===== src/core/bcc_pkg.sv =====
// constants and carrier types for the buffered compare counter
package bcc_pkg;

    localparam int CNT_W   = 16;
    localparam int CH_N    = 4;
    localparam int FLAG_N  = 5;  // four channel flags plus overflow
    localparam int OVF_IDX = 4;

    // byte offsets on the register bus
    localparam logic [7:0] OFS_MAIN    = 8'h00;
    localparam logic [7:0] OFS_COUNT   = 8'h04;
    localparam logic [7:0] OFS_MODULO  = 8'h08;
    localparam logic [7:0] OFS_BRK     = 8'h0C;
    localparam logic [7:0] OFS_CH_BASE = 8'h10;
    localparam logic [7:0] OFS_CH_STEP = 8'h08;
    localparam logic [7:0] OFS_CMP     = 8'h04;
    localparam logic [7:0] OFS_CH_END  = 8'h30;
    localparam int CH_IDX_LSB  = 3;
    localparam int CMP_SEL_BIT = 2;
    localparam int TRANS_BIT   = 1;  // htrans bit that marks NONSEQ or SEQ

    // field positions
    localparam int FLAG_BIT    = 7;
    localparam int IE_BIT      = 6;
    localparam int LINK_BIT    = 5;
    localparam int STOP_BIT    = 5;
    localparam int OCEN_BIT    = 4;
    localparam int CRST_BIT    = 4;
    localparam int ACT_LSB     = 2;
    localparam int BRK_CLR_BIT = 7;

    // pin actions on a compare match
    localparam logic [1:0] ACT_NONE   = 2'h0;
    localparam logic [1:0] ACT_TOGGLE = 2'h1;
    localparam logic [1:0] ACT_CLEAR  = 2'h2;
    localparam logic [1:0] ACT_SET    = 2'h3;

    // values after reset
    localparam logic [15:0] RST_COUNT  = 16'h0000;
    localparam logic [15:0] RST_MODULO = 16'hFFFF;
    localparam logic [15:0] RST_CMP    = 16'hFFFF;

    typedef struct packed {
        logic        hsel;
        logic [31:0] haddr;
        logic [1:0]  htrans;
        logic        hwrite;
        logic [2:0]  hsize;
        logic [31:0] hwdata;
        logic        hready;
    } bcc_ahb_req_s;

    typedef struct packed {
        logic [31:0] hrdata;
        logic        hreadyout;
        logic        hresp;
    } bcc_ahb_rsp_s;

    typedef struct packed {
        logic       ie;
        logic       link;
        logic       ocEn;
        logic [1:0] act;
    } bcc_chctrl_s;

endpackage


===== src/core/bcc_compare_counter.sv =====
// buffered output compare counter unit with an AHB-Lite register slave
//
// The register addresses and the AHB-Lite slave port are this design's own decisions.
`timescale 1ns/1ps
`default_nettype none

module bcc_compare_counter (
    input  wire logic                  clock,
    input  wire logic                  rst_n,
    input  wire bcc_pkg::bcc_ahb_req_s ahbReq,
    output var  bcc_pkg::bcc_ahb_rsp_s ahbRsp,
    input  wire logic                  waitMode,
    input  wire logic                  stopMode,
    input  wire logic                  breakActive,
    output logic [3:0]                 channelPin,
    output logic [3:0]                 channelPinOwned,
    output logic [3:0]                 chanIrq,
    output logic                       ovfIrq,
    output logic                       wakeReq
);

    localparam int CN = bcc_pkg::CH_N;
    localparam int FN = bcc_pkg::FLAG_N;
    localparam int OV = bcc_pkg::OVF_IDX;

    // bus side state
    logic        wrPend_q;
    logic [7:0]  wrOfs_q;
    logic [31:0] rdData_q;
    logic [31:0] rdMux;

    // main counter state
    logic        ovfIe_q;
    logic        stop_q;
    logic        clrEn_q;
    logic [15:0] modulo_q;
    logic [15:0] count_q;
    logic [15:0] count_d;

    // channel and flag state
    bcc_pkg::bcc_chctrl_s ctrlQ [CN];
    logic [15:0]          cmpQ [CN];
    logic                 pinQ [CN];
    logic                 flagQ [FN];
    logic                 armQ [FN];
    logic                 activeQ [2];
    logic                 pendQ [2];

    wire logic [15:0] effCmp [CN];
    wire logic [31:0] ctrlRd [CN];
    wire logic [31:0] cmpRd [CN];
    wire logic [CN-1:0] slave;
    wire logic [CN-1:0] hit;
    wire logic [CN-1:0] wrCtrl;
    wire logic [CN-1:0] wrCmp;
    wire logic [FN-1:0] flagSet;
    wire logic [FN-1:0] flagIgn;
    wire logic [1:0]    pairLink;

    // address phase decode; in wait mode the bus sees a closed window
    wire logic        addrPhase = ahbReq.hsel & ahbReq.htrans[bcc_pkg::TRANS_BIT]
                                  & ahbReq.hready;
    wire logic        busOpen   = addrPhase & ~waitMode;
    wire logic        rdStrobe  = busOpen & ~ahbReq.hwrite;
    wire logic [7:0]  aOfs      = ahbReq.haddr[7:0];
    wire logic        aMapped   = ahbReq.haddr[31:8] == 24'h00_0000;
    wire logic [7:0]  chRel     = aOfs - bcc_pkg::OFS_CH_BASE;
    wire logic [1:0]  chIdx     = chRel[bcc_pkg::CH_IDX_LSB +: 2];
    wire logic [31:0] wrData    = ahbReq.hwdata;

    // data phase decode of the latched write
    wire logic wrMain = wrPend_q & (wrOfs_q == bcc_pkg::OFS_MAIN);
    wire logic wrMod  = wrPend_q & (wrOfs_q == bcc_pkg::OFS_MODULO);
    wire logic wrBrk  = wrPend_q & (wrOfs_q == bcc_pkg::OFS_BRK);
    wire logic cntRst = wrMain & wrData[bcc_pkg::CRST_BIT];

    // zero wait states, always OKAY
    assign ahbRsp = '{hrdata: rdData_q, hreadyout: 1'b1, hresp: 1'b0};

    // read data is captured in the address phase so hrdata comes from a flop
    always_ff @(posedge clock or negedge rst_n)
    begin
        if (!rst_n)
        begin
            wrPend_q <= 1'b0;
            wrOfs_q  <= 8'h00;
            rdData_q <= 32'h0000_0000;
        end
        else
        begin
            wrPend_q <= busOpen & ahbReq.hwrite & aMapped;
            wrOfs_q  <= aOfs;
            rdData_q <= rdStrobe ? rdMux : 32'h0000_0000;
        end
    end

    // register read selection; unmapped words read as zero
    always_comb
    begin
        rdMux = 32'h0000_0000;
        if (!aMapped)
            rdMux = 32'h0000_0000;
        else if (aOfs == bcc_pkg::OFS_MAIN)
            rdMux = {24'h00_0000, flagQ[OV], ovfIe_q, stop_q, 5'h00};
        else if (aOfs == bcc_pkg::OFS_COUNT)
            rdMux = {16'h0000, count_q};
        else if (aOfs == bcc_pkg::OFS_MODULO)
            rdMux = {16'h0000, modulo_q};
        else if (aOfs == bcc_pkg::OFS_BRK)
            rdMux = {24'h00_0000, clrEn_q, 7'h00};
        else if (aOfs >= bcc_pkg::OFS_CH_BASE && aOfs < bcc_pkg::OFS_CH_END
                 && aOfs[1:0] == 2'h0)
            rdMux = aOfs[bcc_pkg::CMP_SEL_BIT] ? cmpRd[chIdx] : ctrlRd[chIdx];
    end

    // counter runs unless stopped by software, stop mode or a break
    wire logic tick  = ~stop_q & ~stopMode & ~breakActive;
    wire logic ovfEv = tick & (count_q == modulo_q);
    wire logic protect = breakActive & ~clrEn_q;

    // wrap to zero at the end of the period at the modulo value
    assign count_d = (cntRst | ovfEv) ? bcc_pkg::RST_COUNT
                   : tick ? count_q + 16'h0001 : count_q;

    // main control, modulo and break clear enable
    always_ff @(posedge clock or negedge rst_n)
    begin
        if (!rst_n)
        begin
            ovfIe_q  <= 1'b0;
            stop_q   <= 1'b0;
            clrEn_q  <= 1'b0;
            modulo_q <= bcc_pkg::RST_MODULO;
            count_q  <= bcc_pkg::RST_COUNT;
        end
        else
        begin
            if (wrMain)
            begin
                ovfIe_q <= wrData[bcc_pkg::IE_BIT];
                stop_q  <= wrData[bcc_pkg::STOP_BIT];
            end
            if (wrMod)
                modulo_q <= wrData[15:0];
            if (wrBrk)
                clrEn_q <= wrData[bcc_pkg::BRK_CLR_BIT];
            count_q <= count_d;
        end
    end

    // link bits live in the even channel controls
    assign pairLink = {ctrlQ[2].link, ctrlQ[0].link};

    genvar gi;
    generate
        for (gi = 0; gi < CN; gi++)
        begin : g_ch
            localparam logic [7:0] COFS = 8'(bcc_pkg::OFS_CH_BASE + gi * bcc_pkg::OFS_CH_STEP);
            localparam int  PAIR = gi / 2;
            localparam bit  ODD  = (gi % 2) == 1;
            localparam logic CAN_LINK = !ODD;

            wire logic [1:0] act = ctrlQ[gi].act;
            wire logic pinNext = (act == bcc_pkg::ACT_SET)    ? 1'b1
                               : (act == bcc_pkg::ACT_CLEAR)  ? 1'b0
                               : (act == bcc_pkg::ACT_TOGGLE) ? ~pinQ[gi] : pinQ[gi];

            // control writes to the slave half of a linked pair are dropped
            assign wrCtrl[gi] = wrPend_q & (wrOfs_q == COFS) & ~slave[gi];
            assign wrCmp[gi]  = wrPend_q & (wrOfs_q == (COFS | bcc_pkg::OFS_CMP));

            if (ODD)
            begin : g_odd
                assign slave[gi]  = pairLink[PAIR];
                assign effCmp[gi] = cmpQ[gi];
            end
            else
            begin : g_even
                wire logic pendD = wrCmp[gi + 1] ? 1'b1 : wrCmp[gi] ? 1'b0 : pendQ[PAIR];

                assign slave[gi]  = 1'b0;
                assign effCmp[gi] = (pairLink[PAIR] & activeQ[PAIR]) ? cmpQ[gi + 1] : cmpQ[gi];

                // unlinked pairs sit on the even channel so linking starts there
                always_ff @(posedge clock or negedge rst_n)
                begin
                    if (!rst_n)
                    begin
                        activeQ[PAIR] <= 1'b0;
                        pendQ[PAIR]   <= 1'b0;
                    end
                    else if (!pairLink[PAIR])
                    begin
                        activeQ[PAIR] <= 1'b0;
                        pendQ[PAIR]   <= 1'b0;
                    end
                    else
                    begin
                        pendQ[PAIR] <= pendD;
                        if (ovfEv)
                            activeQ[PAIR] <= pendD;
                    end
                end
            end

            // equality only: a value the counter already passed waits a period
            assign hit[gi] = tick & ctrlQ[gi].ocEn & ~slave[gi]
                             & (count_q == effCmp[gi]);

            assign ctrlRd[gi] = slave[gi] ? 32'h0000_0000
                              : {24'h00_0000, flagQ[gi], ctrlQ[gi].ie, ctrlQ[gi].link,
                                 ctrlQ[gi].ocEn, ctrlQ[gi].act, 2'h0};
            assign cmpRd[gi]  = {16'h0000, cmpQ[gi]};

            assign channelPin[gi]      = pinQ[gi];
            assign channelPinOwned[gi] = ctrlQ[gi].ocEn & ~slave[gi];
            assign chanIrq[gi]         = flagQ[gi] & ctrlQ[gi].ie;

            // channel control, compare value and pin level
            always_ff @(posedge clock or negedge rst_n)
            begin
                if (!rst_n)
                begin
                    ctrlQ[gi] <= '0;
                    cmpQ[gi]  <= bcc_pkg::RST_CMP;
                    pinQ[gi]  <= 1'b0;
                end
                else
                begin
                    if (wrCtrl[gi])
                        ctrlQ[gi] <= '{ie:   wrData[bcc_pkg::IE_BIT],
                                       link: wrData[bcc_pkg::LINK_BIT] & CAN_LINK,
                                       ocEn: wrData[bcc_pkg::OCEN_BIT],
                                       act:  wrData[bcc_pkg::ACT_LSB +: 2]};
                    if (wrCmp[gi])
                        cmpQ[gi] <= wrData[15:0];
                    if (hit[gi])
                        pinQ[gi] <= pinNext;
                end
            end
        end
    endgenerate

    assign flagSet = {ovfEv, hit};
    assign flagIgn = {1'b0, slave};

    // two-step clear: read with the flag set, then write zero to it;
    // a new event in the clearing cycle wins, so no match is lost
    genvar gk;
    generate
        for (gk = 0; gk < FN; gk++)
        begin : g_flag
            localparam logic [7:0] FOFS = (gk == OV) ? bcc_pkg::OFS_MAIN
                : 8'(bcc_pkg::OFS_CH_BASE + gk * bcc_pkg::OFS_CH_STEP);

            wire logic rdArm  = rdStrobe & aMapped & (aOfs == FOFS)
                                & ~flagIgn[gk] & ~protect;
            wire logic clrReq = wrPend_q & (wrOfs_q == FOFS) & ~wrData[bcc_pkg::FLAG_BIT]
                                & ~flagIgn[gk] & armQ[gk] & ~protect;

            always_ff @(posedge clock or negedge rst_n)
            begin
                if (!rst_n)
                begin
                    flagQ[gk] <= 1'b0;
                    armQ[gk]  <= 1'b0;
                end
                else
                begin
                    flagQ[gk] <= flagSet[gk] | (flagQ[gk] & ~clrReq);
                    armQ[gk]  <= flagQ[gk] & ~clrReq & (armQ[gk] | rdArm);
                end
            end
        end
    endgenerate

    // overflow request gated by its enable; any request wakes the core
    assign ovfIrq  = flagQ[OV] & ovfIe_q;
    assign wakeReq = ovfIrq | (|chanIrq);
endmodule

`default_nettype wire


===== config.mk =====
export PLATFORM = sky130hd
export DESIGN_NAME = bcc_compare_counter
export DESIGN_NICKNAME = d
export VERILOG_FILES = /design/src/core/bcc_pkg.sv /design/src/core/bcc_compare_counter.sv
export SDC_FILE = /design/constraint.sdc
export NUM_CORES = 1
export LEC_CHECK = 0
export BUFFER_PORTS_ARGS = -buffer_cell sky130_fd_sc_hd__buf_2
export CORE_ASPECT_RATIO = 1.1
export CORE_UTILIZATION = 58
export CTS_CLUSTER_SIZE = 16
export DETAILED_ROUTE_END_ITERATION = 10
export PLACE_DENSITY = 0.87
export SYNTH_ARGS = -nofsm -noshare
export SYNTH_HDL_FRONTEND = slang
export SYNTH_SLANG_ARGS = --single-unit

===== constraint.sdc =====
create_clock -name clock -period 2.5 [get_ports clock]
set_clock_uncertainty 0.2 [all_clocks]
set_input_delay 0.25 -clock clock [delete_from_list [all_inputs] [get_ports clock]]
set_output_delay 0.25 -clock clock [all_outputs]
set_load 0.02 [all_outputs]

==> results of run 1 <==
flip-flops by register name, summed over array words and instances, names as in the netlist, 2 cells and up:
signal and count:
count_q 16, pendQ 2, wrOfs_q 8, ctrlQ 8, g_ch.act 8, activeQ 2
armQ 5, modulo_q 16, cmpQ 64, rdData_q 16, ctrlRd 2, flagQ 3
channelPinOwned 2, channelPin 4
worst register-to-register path, cell delays in order (launching register included):
cell and delay (ns):
dfstp_2 0.59, xor2_1 0.14, nor4_4 0.35, nand3_2 0.13
a2111oi_4 0.50, o2111ai_1 0.23, a21bo_1 0.24
routing by layer:
layer | GRT usage, % | vias up | part of all wire [%]
li1 | - | 3069 | -
met1 | 41.5 | 3602 | 37
met2 | 53.8 | 517 | 47
met3 | 8.19 | 129 | 9.9
met4 | 21.3 | 0 | 5.8
met5 | 0 | - | 0
through the flow:
stage	setup TNS, ns	std cells
after global routing	-0.0326	1133
final	0	1133
after CTS	0	1129
after detailed placement	0	1070
after floorplan	0	808
after global placement	0	1070
layout by cell type, fill, tap and decap left out, types with 8 or more instances in the layout:
cell / instances
buf_4: 42
nand2_1: 46
nand3_1: 24
nand4_1: 17
a21oi_1: 20
nor4_1: 9
nor3_1: 13
xor2_1: 20
a22oi_1: 16
mux2i_1: 15
nor2_1: 43
clkbuf_16: 18
mux4_2: 17
conb_1: 18
o21ai_0: 8
dlygate4sd3_1: 27
inv_1: 15
dfstp_2: 80
buf_2: 85
mux2_2: 86
nor2b_1: 13
dfrtp_1: 80
mux2_1: 9
xnor2_1: 55
nand2b_1: 19
and2_1: 13
where the power goes:
part	total (uW)	switching (uW)	leakage, uW	internal [uW]
Sequential	2850	134	0.00187	2720
Clock	2740	1060	0.000303	1680
Combinational	1070	601	0.00230	471
area by class of cell:
| class | count | area [sq um] | area share, % |
|---|---|---|---|
| Clock buffer | 23 | 489 | 4.57 |
| Clock inverter | 9 | 128 | 1.19 |
| Inverter | 16 | 60.1 | 0.560 |
| Multi-Input combinational cell | 567 | 4530 | 42.3 |
| Sequential cell | 160 | 4100 | 38.3 |
| Tap cell | 196 | 245 | 2.29 |
| Timing Repair Buffer | 162 | 1160 | 10.8 |
final timing paths:
path	startpoint	to	slack, ns	cells after the start
setup / recovery	cmpQ[8]	channelPin[2]	0.007	6
hold / removal	rst_n	g_ch[1].act[0]	0.17	2
setup reg to reg	cmpQ[8]	channelPin[2]	0.007	6
hold reg to reg	ctrlQ[2]	ctrlQ[2]	0.29	1
max in group asynchronous	rst_n	cmpQ[46]	1.16	3
min in group clock	ahbReq[65]	rdData_q[7]	0.17	7
timing repair:
action,4_1_cts,5_1_grt
buffers inserted,0,4
hold endpoints to repair,117,0
setup endpoints to repair,0,32
resized for setup,0,5
hold buffers,27,0
cells by family after synthesis:
| logic type | after synthesis | share of synthesized area, % |
|---|---|---|
| buffers and inverters | 81 | 5.38 |
| multiplexers | 127 | 17.8 |
| AND/OR/NAND/NOR | 242 | 15.1 |
| other | 2 | 0.0832 |
| AO/OA/AOI/OAI | 100 | 8.11 |
| adder cells (fa/ha/maj) | 1 | 0.139 |
| XOR/XNOR | 79 | 7.92 |
| flip-flops | 160 | 45.5 |
==> key figures, run 1 <==
Status
  – Status: completed

GRT
  – Global-route wire length before repair: just over 40 mm
  – Initial antenna violation count: 0
  – Pin count of the biggest net entering global routing: 67
  – Global Route Usage Sum: 33.9%
  – Number of global-route vias before repair: about 7500
  – Gr ovfl total: 0

Die
  – # rows: 47
  – DIE AREA: about 16000 sq um
  – Top-Level Pins: between 100 and 150
  – Core ar.: 15100 sq um
  – Initial Utilization: slightly below 60%
  – Die X-Extent: between 100 and 150 microns
  – Die Y: 133 microns

Setup path
  – Crit. End Element: flip-flop
  – Critical path's slowest cell: dfstp_2
  – WP data arrival: about 2.6 ns
  – Slowest stage delay, CP: slightly below 0.6 ns
  – CP Launch Type: flip-flop
  – CP delay by family, top: compound AO/OA/AOI/OAI gates
  – Buf+Inv Stages, Crit Path: 0
  – Worst-path cell chain: xor2_1 -> nor4_4 -> nand3_2 -> a2111oi_4 -> o2111ai_1 -> a21bo_1
  – Crit Path Category: flip-flop to flip-flop
  – Crit path required time: 2.63 ns
  – Crit-path max FO: 3

STA
  – Worst slew pin tran: 0.672 ns
  – Final setup viols: 0
  – Fin crit share: 99.7%
  – Fin. max-slew vios: 0
  – Hold Slack: 0.170 ns
  – Slew HR: between 50% and 60%
  – Fin crit period: 2.49 ns
  – Setup WS post-layout: between 0.007 and 0.008 ns
  – Max Fclk: 401 MHz
  – Endpoints failing hold: 0

Clock tree
  – CTS tree: yes
  – Clk slew on worst S/H paths: 0.06 ns
  – Clock Tree Buf Depth: 2
  – Number of CTS-inserted buffers: 17
  – Clk_lat worst skew: about 0.44 ns
  – H-tree levels: 4
  – CTS sink cnt: 160
  – Root Driver: clkbuf_16

Placement
  – Port-buffer cells: 86
  – Global placer's final weighted congestion: roughly 1
  – Post-placement cell area: between 9000 and 10000 sq um
  – Hpwl dp: 17.3 mm
  – Pre-CTS setup slack: between 0.1 and 0.15 ns

Detailed routing
  – Final ANT Viol Nets: 0
  – Drt total wl: ~26 mm
  – Detailed Routing Iterations Pass 1: 6
  – Wire per inst: about 23 microns
  – 1st-iter DRT viols: a little under 1000
  – Via Count: about 7300
  – Vias per cell: around 6.5
  – Post-route DRC: 0

Power
  – Maximum vdd ir drop: approximately 0.00060 V
  – Pwr Total: 6670 uW
  – Pwr Density: 622 nW/um^2
  – Leakage: between 0.004 and 0.005 uW

Logic synthesis
  – Ys Warns: 0
  – Mapped Area: 9020 sq um
  – Syn_area_per_cell: 11.4 sq um
  – Post-synth top cells: mux2_2 (86), dfrtp_1 (80), dfstp_2 (80)
  – Ys flop type: dfstp_2
  – Synth area leader: dfstp_2
  – Async set-or-reset flop fraction in the synthesized netlist: 100%
  – EDFF count, synth: 0
  – Cells after Synth: about 790
  – Netlist cell types: between 70 and 80
  – Most numerous cell in the Yosys netlist: mux2_2
  – Sequential area share after synthesis: about 45%
  – Largest cells by area after synthesis: dfstp_2 (23%), dfrtp_1 (22%), mux2_2 (11%), xnor2_1 (5.4%), mux4_2 (4.2%)
  – Yosys top cell area share: a little under a quarter
  – #FFs+latches synth: 160

Layout
  – Fillers: around 960
  – Final net count: about 1000
  – Area growth syn-to-layout: 18.8%
  – Final core occ: between 70% and 80%
  – Layout cells sized above 1: roughly 40%
  – Finished Cell Area: 10700 sq um
  – Diode count: 0

Job
  – Max-cap violation count: 0

Min path
  – Min-delay worst type: input port to async pin
(Power assumes the default switching activity.)
==> inputs of run 2 (changes only) <==
CORE_UTILIZATION = 60   (was 58)
CTS_BUF_LIST = sky130_fd_sc_hd__clkbuf_4   (was unset)
PLACE_DENSITY = 0.9   (was 0.87)
==> key figures, run 2 (synthesis results as in run 1) <==
Detailed routing
  – Detailed Routing Iterations Pass 1: 7 (was 6)
  – Drt total wl: 25.3 mm (was 26.0 mm)
  – Wire per inst: 22.2 microns (was 23.0 microns)
  – Vias per cell: 6.30 (was 6.46)
  – 1st-iter DRT viols: 1018 (was 989)
  – Wire length on met2: 12.1 mm (was 12.3 mm)
  – Via Count: 7165 (was 7317)
  – Metal3 WL: 2.34 mm (was 2.56 mm)
  – DRT met1 WL: 9.71 mm (was 9.60 mm)
  – Top sig layer: met4 (unchanged)
  – Post-route DRC: 0 (unchanged)
  – Final ANT Viol Nets: 0 (unchanged)

GRT
  – Global Route Usage Sum: 33.1% (was 33.9%)
  – Number of global-route vias before repair: 7005 (was 7525)
  – Initial antenna violation count: 1 (was 0)
  – Gr ovfl total: 0 (unchanged)
  – Pin count of the biggest net entering global routing: 62 (was 67)
  – Global-route wire length before repair: 38.1 mm (was 40.6 mm)

Placement
  – Hpwl dp: 17.0 mm (was 17.3 mm)
  – Dpl cells: 1068 (was 1070)
  – Port-buffer cells: 86 (unchanged)
  – Pre-CTS setup slack: 0.138 ns (was 0.104 ns)
  – Global placer's final weighted congestion: 0.989 (was 0.997)

Layout
  – Fillers: 968 (was 963)
  – Final net count: 1010 (was 1002)
  – Finished Layout Cells: 1138 (was 1133)
  – Register area: 4100 sq um (unchanged)
  – Most frequent cells in the layout: mux2_2 (86), buf_2 (84), dfrtp_1 (80), dfstp_2 (80), xnor2_1 (56) (was mux2_2 (86), buf_2 (85), dfrtp_1 (80), dfstp_2 (80), xnor2_1 (55))
  – Commonest non-fill, non-tap cell in the layout: mux2_2 (unchanged)
  – Multi-input gate area: 4530 sq um (about the same)
  – Number of flip-flops in the largest register: 64 (unchanged)
  – Largest Register: cmpQ (unchanged)
  – Area growth syn-to-layout: 16.2% (was 18.8%)
  – Layout cells sized above 1: 40.3% (about the same)

Clock tree
  – Clk_lat worst skew: 0.62 ns (was 0.44 ns)
  – CTS tree: yes (unchanged)
  – Root Driver: clkbuf_4 (was clkbuf_16)
  – H-tree levels: 4 (unchanged)
  – Clk slew on worst S/H paths: 0.14 ns (was 0.06 ns)
  – CTS sink cnt: 160 (unchanged)
  – Number of CTS-inserted buffers: 17 (unchanged)
  – Clock Tree Buf Depth: 2 (unchanged)

Power
  – Leakage: 0.00439 uW (was 0.00448 uW)
  – Pwr Density: 540 nW/um^2 (was 622 nW/um^2)
  – Pwr Total: 5660 uW (was 6670 uW)
  – Maximum vdd ir drop: 0.000322 V (was 0.000596 V)

Setup path
  – R2R Path End: rdData_q[2] (was channelPin[2])
  – R2r worst-path depth: 7 (was 6)
  – Crit. End Element: primary output (was flip-flop)
  – WP data arrival: 2.00 ns (was 2.62 ns)
  – R2r setup slk: 0.09 ns (was 0.007 ns)
  – Crit path required time: 2.05 ns (was 2.63 ns)
  – Crit Path Category: flip-flop to primary output (was flip-flop to flip-flop)
  – CP Launch Type: flip-flop (unchanged)
  – Crit-path max FO: 2 (was 3)
  – RR Startpoint: ctrlQ[8] (was cmpQ[8])

Die
  – Die Y: 131 microns (was 133 microns)
  – # rows: 46 (was 47)
  – DIE AREA: 15500 sq um (was 16100 sq um)
  – Core ar.: 14600 sq um (was 15100 sq um)
  – Top-Level Pins: 125 (unchanged)
  – Initial Utilization: 62.0% (was 59.7%)
  – Die X-Extent: 119 microns (was 121 microns)

Min path
  – HP Start: ahbReq[65]
  – Hold Crit Depth: 6
  – WHS Endpoint: rdData_q[6]
  – Min-delay worst type: input port to flip-flop (was input port to async pin)

STA
  – Endpoints failing hold: 0 (unchanged)
  – Final setup viols: 0 (unchanged)
  – Slew HR: 59.0% (was 55.0%)
  – Setup WS post-layout: 0.0483 ns (was 0.00708 ns)
  – Hold Slack: 0.0408 ns (was 0.170 ns)
  – Max Fclk: 408 MHz (was 401 MHz)
  – Fin. max-slew vios: 0 (unchanged)
  – Setup tns final: 0 ns (unchanged)
  – Fin crit share: 98.1% (was 99.7%)
  – Fin crit period: 2.45 ns (was 2.49 ns)
  – Unrepaired setup endpoints after global routing: no
  – Worst slew pin tran: 0.612 ns (was 0.672 ns)

Status
  – Status: completed (unchanged)

Job
  – Max-cap violation count: 0 (unchanged)
run 2: metrics by stage:
stage / cell area, sq um / util [%]
after floorplan: 9080 / -
after global placement: 9770 / 67.1
after detailed placement: 9770 / 67.1
after CTS: 10400 / 71.6
after global routing: 10500 / 72.0
final: 10500 / 72.0
run 2: timing repair:
action	4_1_cts	5_1_grt
pin swaps	0	2
setup endpoints to repair	1	17
gates resized for setup	0	9
buffers inserted	2	3
hold buffers	33	0
endpoints found under the hold margin	208	0
run 2: critical path, stage by stage (launching register included):
cell     delay, ns
dfrtp_1       0.41
and2_4        0.16
or2_4         0.24
or4_4         0.42
buf_6         0.15
run 2: worst max-delay path by stage:
stage | from | endpoint | slack [ns] | cells after the start
after floorplan | cmpQ[22] | channelPin[2] | 0.38 | 6
after global placement | cmpQ[30] | channelPin[2] | 0.21 | 6
after detailed placement | count_q[6] | channelPin[3] | 0.14 | 6
after CTS | ctrlQ[14] | wakeReq | 0.005 | 4
after global routing | cmpQ[32] | channelPin[1] | 0.008 | 6
final | flagQ[3] | wakeReq | 0.05 | 4
run 2: cell type report:
class / count / share of cell area, %
inverter: 16 / 0.573
tap: 192 / 2.29
antenna: 1 / 0.0239
multi-input combinational: 567 / 43.2
timing repair buffer: 170 / 11.7
clock inverter: 12 / 1.59
sequential: 160 / 39.2
clock buffer: 20 / 1.43
run 2: metal layers:
metal | GRT usage, % | up-vias
li1 | - | 3089
met5 | 0 | -
met3 | 7.73 | 93
met1 | 42.6 | 3517
met2 | 53.8 | 466
met4 | 15.3 | 0
run 2: where the power goes:
group | leakage, uW | internal (uW) | total, uW | switching [uW]
combinational | 0.00235 | 466 | 1050 | 585
clock | 0.000166 | 816 | 1740 | 923
sequential | 0.00187 | 2720 | 2870 | 149
==> inputs of run 3 (changes only) <==
CAP_MARGIN = 20   (was unset)
HOLD_SLACK_MARGIN = 0.05   (was unset)
==> key figures, run 3 (synthesis results as in run 1) <==
Setup path
  – CP Launch Type: input port (was flip-flop)
  – RR Startpoint: cmpQ[47] (was ctrlQ[8])
  – WP data arrival: 2.80 ns (was 2.00 ns)
  – Worst-path cell chain: dlygate4sd3_1 -> buf_2 -> buf_12 -> mux4_2 -> a21oi_1 -> o22ai_1 -> and2_1 -> dlygate4sd3_1 (was and2_4 -> or2_4 -> or4_4 -> buf_6)
  – Crit path launch: ahbReq[42] (was flagQ[3])
  – Crit-path max FO: 14 (was 2)
  – Crit path required time: 2.83 ns (was 2.05 ns)
  – R2r setup slk: 0.11 ns (was 0.09 ns)
  – CP dominant cell by count: dlygate4sd3_1
  – Crit. End Element: flip-flop (was primary output)
  – Crit Path Category: input port to flip-flop (was flip-flop to primary output)
  – Slowest stage delay, CP: 0.55 ns (was 0.42 ns)
  – Critical path's slowest cell: dlygate4sd3_1 (was or4_4)

Die
  – Die Y: 131 microns (unchanged)
  – DIE AREA: 15500 sq um (unchanged)
  – # rows: 46 (unchanged)
  – Core ar.: 14600 sq um (unchanged)
  – Top-Level Pins: 125 (unchanged)
  – Die X-Extent: 119 microns (unchanged)
  – Initial Utilization: 62.0% (unchanged)

Power
  – Pwr Density: 539 nW/um^2 (was 540 nW/um^2)
  – Maximum vdd ir drop: 0.000324 V (was 0.000322 V)
  – Pwr Total: 5660 uW (about the same)
  – Leakage: 0.00439 uW (about the same)

Layout
  – Layout cells sized above 1: 40.2% (was 40.3%)
  – Number of flip-flops in the largest register: 64 (unchanged)
  – Final net count: 1011 (was 1010)
  – Most frequent cells in the layout: mux2_2 (86), buf_2 (84), dfrtp_1 (80), dfstp_2 (80), xnor2_1 (56) (unchanged)
  – Commonest non-fill, non-tap cell in the layout: mux2_2 (unchanged)
  – Largest Register: cmpQ (unchanged)
  – Finished Cell Area: 10500 sq um (about the same)
  – Area growth syn-to-layout: 16.3% (was 16.2%)

STA
  – Max Fclk: 404 MHz (was 408 MHz)
  – Unrepaired setup endpoints after global routing: no (unchanged)
  – Worst slew pin tran: 0.616 ns (was 0.612 ns)
  – Fin crit share: 98.9% (was 98.1%)
  – Fin. max-slew vios: 0 (unchanged)
  – Final setup viols: 0 (unchanged)
  – Slew HR: 58.8% (was 59.0%)
  – Fin crit period: 2.47 ns (was 2.45 ns)
  – Setup tns final: 0 ns (unchanged)
  – Endpoints failing hold: 0 (unchanged)

Detailed routing
  – Via Count: 7278 (was 7165)
  – Post-route DRC: 0 (unchanged)
  – Drt total wl: 25.5 mm (was 25.3 mm)
  – Final ANT Viol Nets: 0 (unchanged)
  – 1st-iter DRT viols: 1019 (was 1018)
  – Detailed Routing Iterations Pass 1: 6 (was 7)
  – Wire per inst: 22.4 microns (was 22.2 microns)
  – Vias per cell: 6.39 (was 6.30)

Clock tree
  – Clk_lat worst skew: 0.62 ns (about the same)
  – H-tree levels: 4 (unchanged)
  – CTS tree: yes (unchanged)
  – Number of CTS-inserted buffers: 17 (unchanged)
  – Root Driver: clkbuf_4 (unchanged)
  – Clock Tree Buf Depth: 2 (unchanged)
  – Clk slew on worst S/H paths: 0.14 ns (about the same)
  – CTS sink cnt: 160 (unchanged)

Placement
  – Hpwl dp: 17.0 mm (unchanged)
  – Port-buffer cells: 86 (unchanged)
  – Post-placement cell area: 9770 sq um (unchanged)
  – Global placer's final weighted congestion: 0.989 (unchanged)

GRT
  – Gr ovfl total: 0 (unchanged)
  – Pin count of the biggest net entering global routing: 62 (unchanged)
  – Number of global-route vias before repair: 7076 (was 7005)
  – Global Route Usage Sum: 33.6% (was 33.1%)
  – Global-route wire length before repair: 38.6 mm (was 38.1 mm)
  – Initial antenna violation count: 1 (unchanged)

Job
  – Max-cap violation count: 0 (unchanged)

Min path
  – HP Start: ahbReq[39] (was ahbReq[65])
  – Min-delay worst type: input port to flip-flop (unchanged)

Status
  – Status: completed (unchanged)
==> run 3: cell count changes in the layout (fill, tap and decap cells not counted), sizes merged <==
| cell | change |
|---|---|
| buf | -1 |
| dlygate4sd3 | +2 |
==> run 3: critical path: cells and delay by family <==
family / cells / cell delay [ns]
simple gates: 1 / 0.18
mux: 1 / 0.54
compound gates: 2 / 0.34
buf+inv: 4 / 1.48
==> run 3: final timing paths <==
check	endpoint	cells after the start
hold / removal	wrOfs_q[0]	2
hold reg to reg	ctrlQ[2]	1
min in group asynchronous	ctrlQ[19]	3
max in group asynchronous	cmpQ[8]	4
setup reg to reg	channelPin[1]	6
setup / recovery	rdData_q[5]	8
==> run 3: timing repair <==
action                                 CTS  global route
pin swaps                                0             2
endpoints found under the hold margin  210             0
hold buffers                            35             0
setup buffers                            2             3
gates resized for setup                  0             9
gates cloned                             0             0
setup endpoints to repair                1             9
==> run 3: area by class of cell <==
class | instances | area (sq um)
Inverter | 16 | 60.1
Sequential cell | 160 | 4100
Fill cell | 952 | 4070
Clock buffer | 20 | 150
Antenna cell | 1 | 2.50
Clock inverter | 12 | 166
Tap cell | 192 | 240
Timing Repair Buffer | 171 | 1240
Multi-Input combinational cell | 567 | 4530
==> run 3: where the power goes <==
group,switching (uW),internal [uW]
combinational,580,467
sequential,148,2720
clock,932,816
total,1660,4000
==> run 3: stage by stage <==
stage               instances  util [%]  hold WS [ns]  setup slack (ns)
detailed placement       1068      67.1        0.0672             0.138
finish                   1139      72.1        0.0955            0.0265
CTS                      1137      71.8        0.0605           0.00480
global placement         1068      67.1        0.0663             0.212
global route             1139      72.1        0.0785            0.0103
floorplan                 808         -        -0.246             0.383
==> run 3: layer usage <==
layer  routed length (microns)  GRT usage (%)  vias up  share of wire [%]
met3                      2250           8.20      140                8.8
met2                     12100           54.1      474                 47
li1                          -              -     3085                  -
met4                      1380           17.2        0                5.4
met1                      9810           42.7     3579                 38
met5                         0              0        -                  0
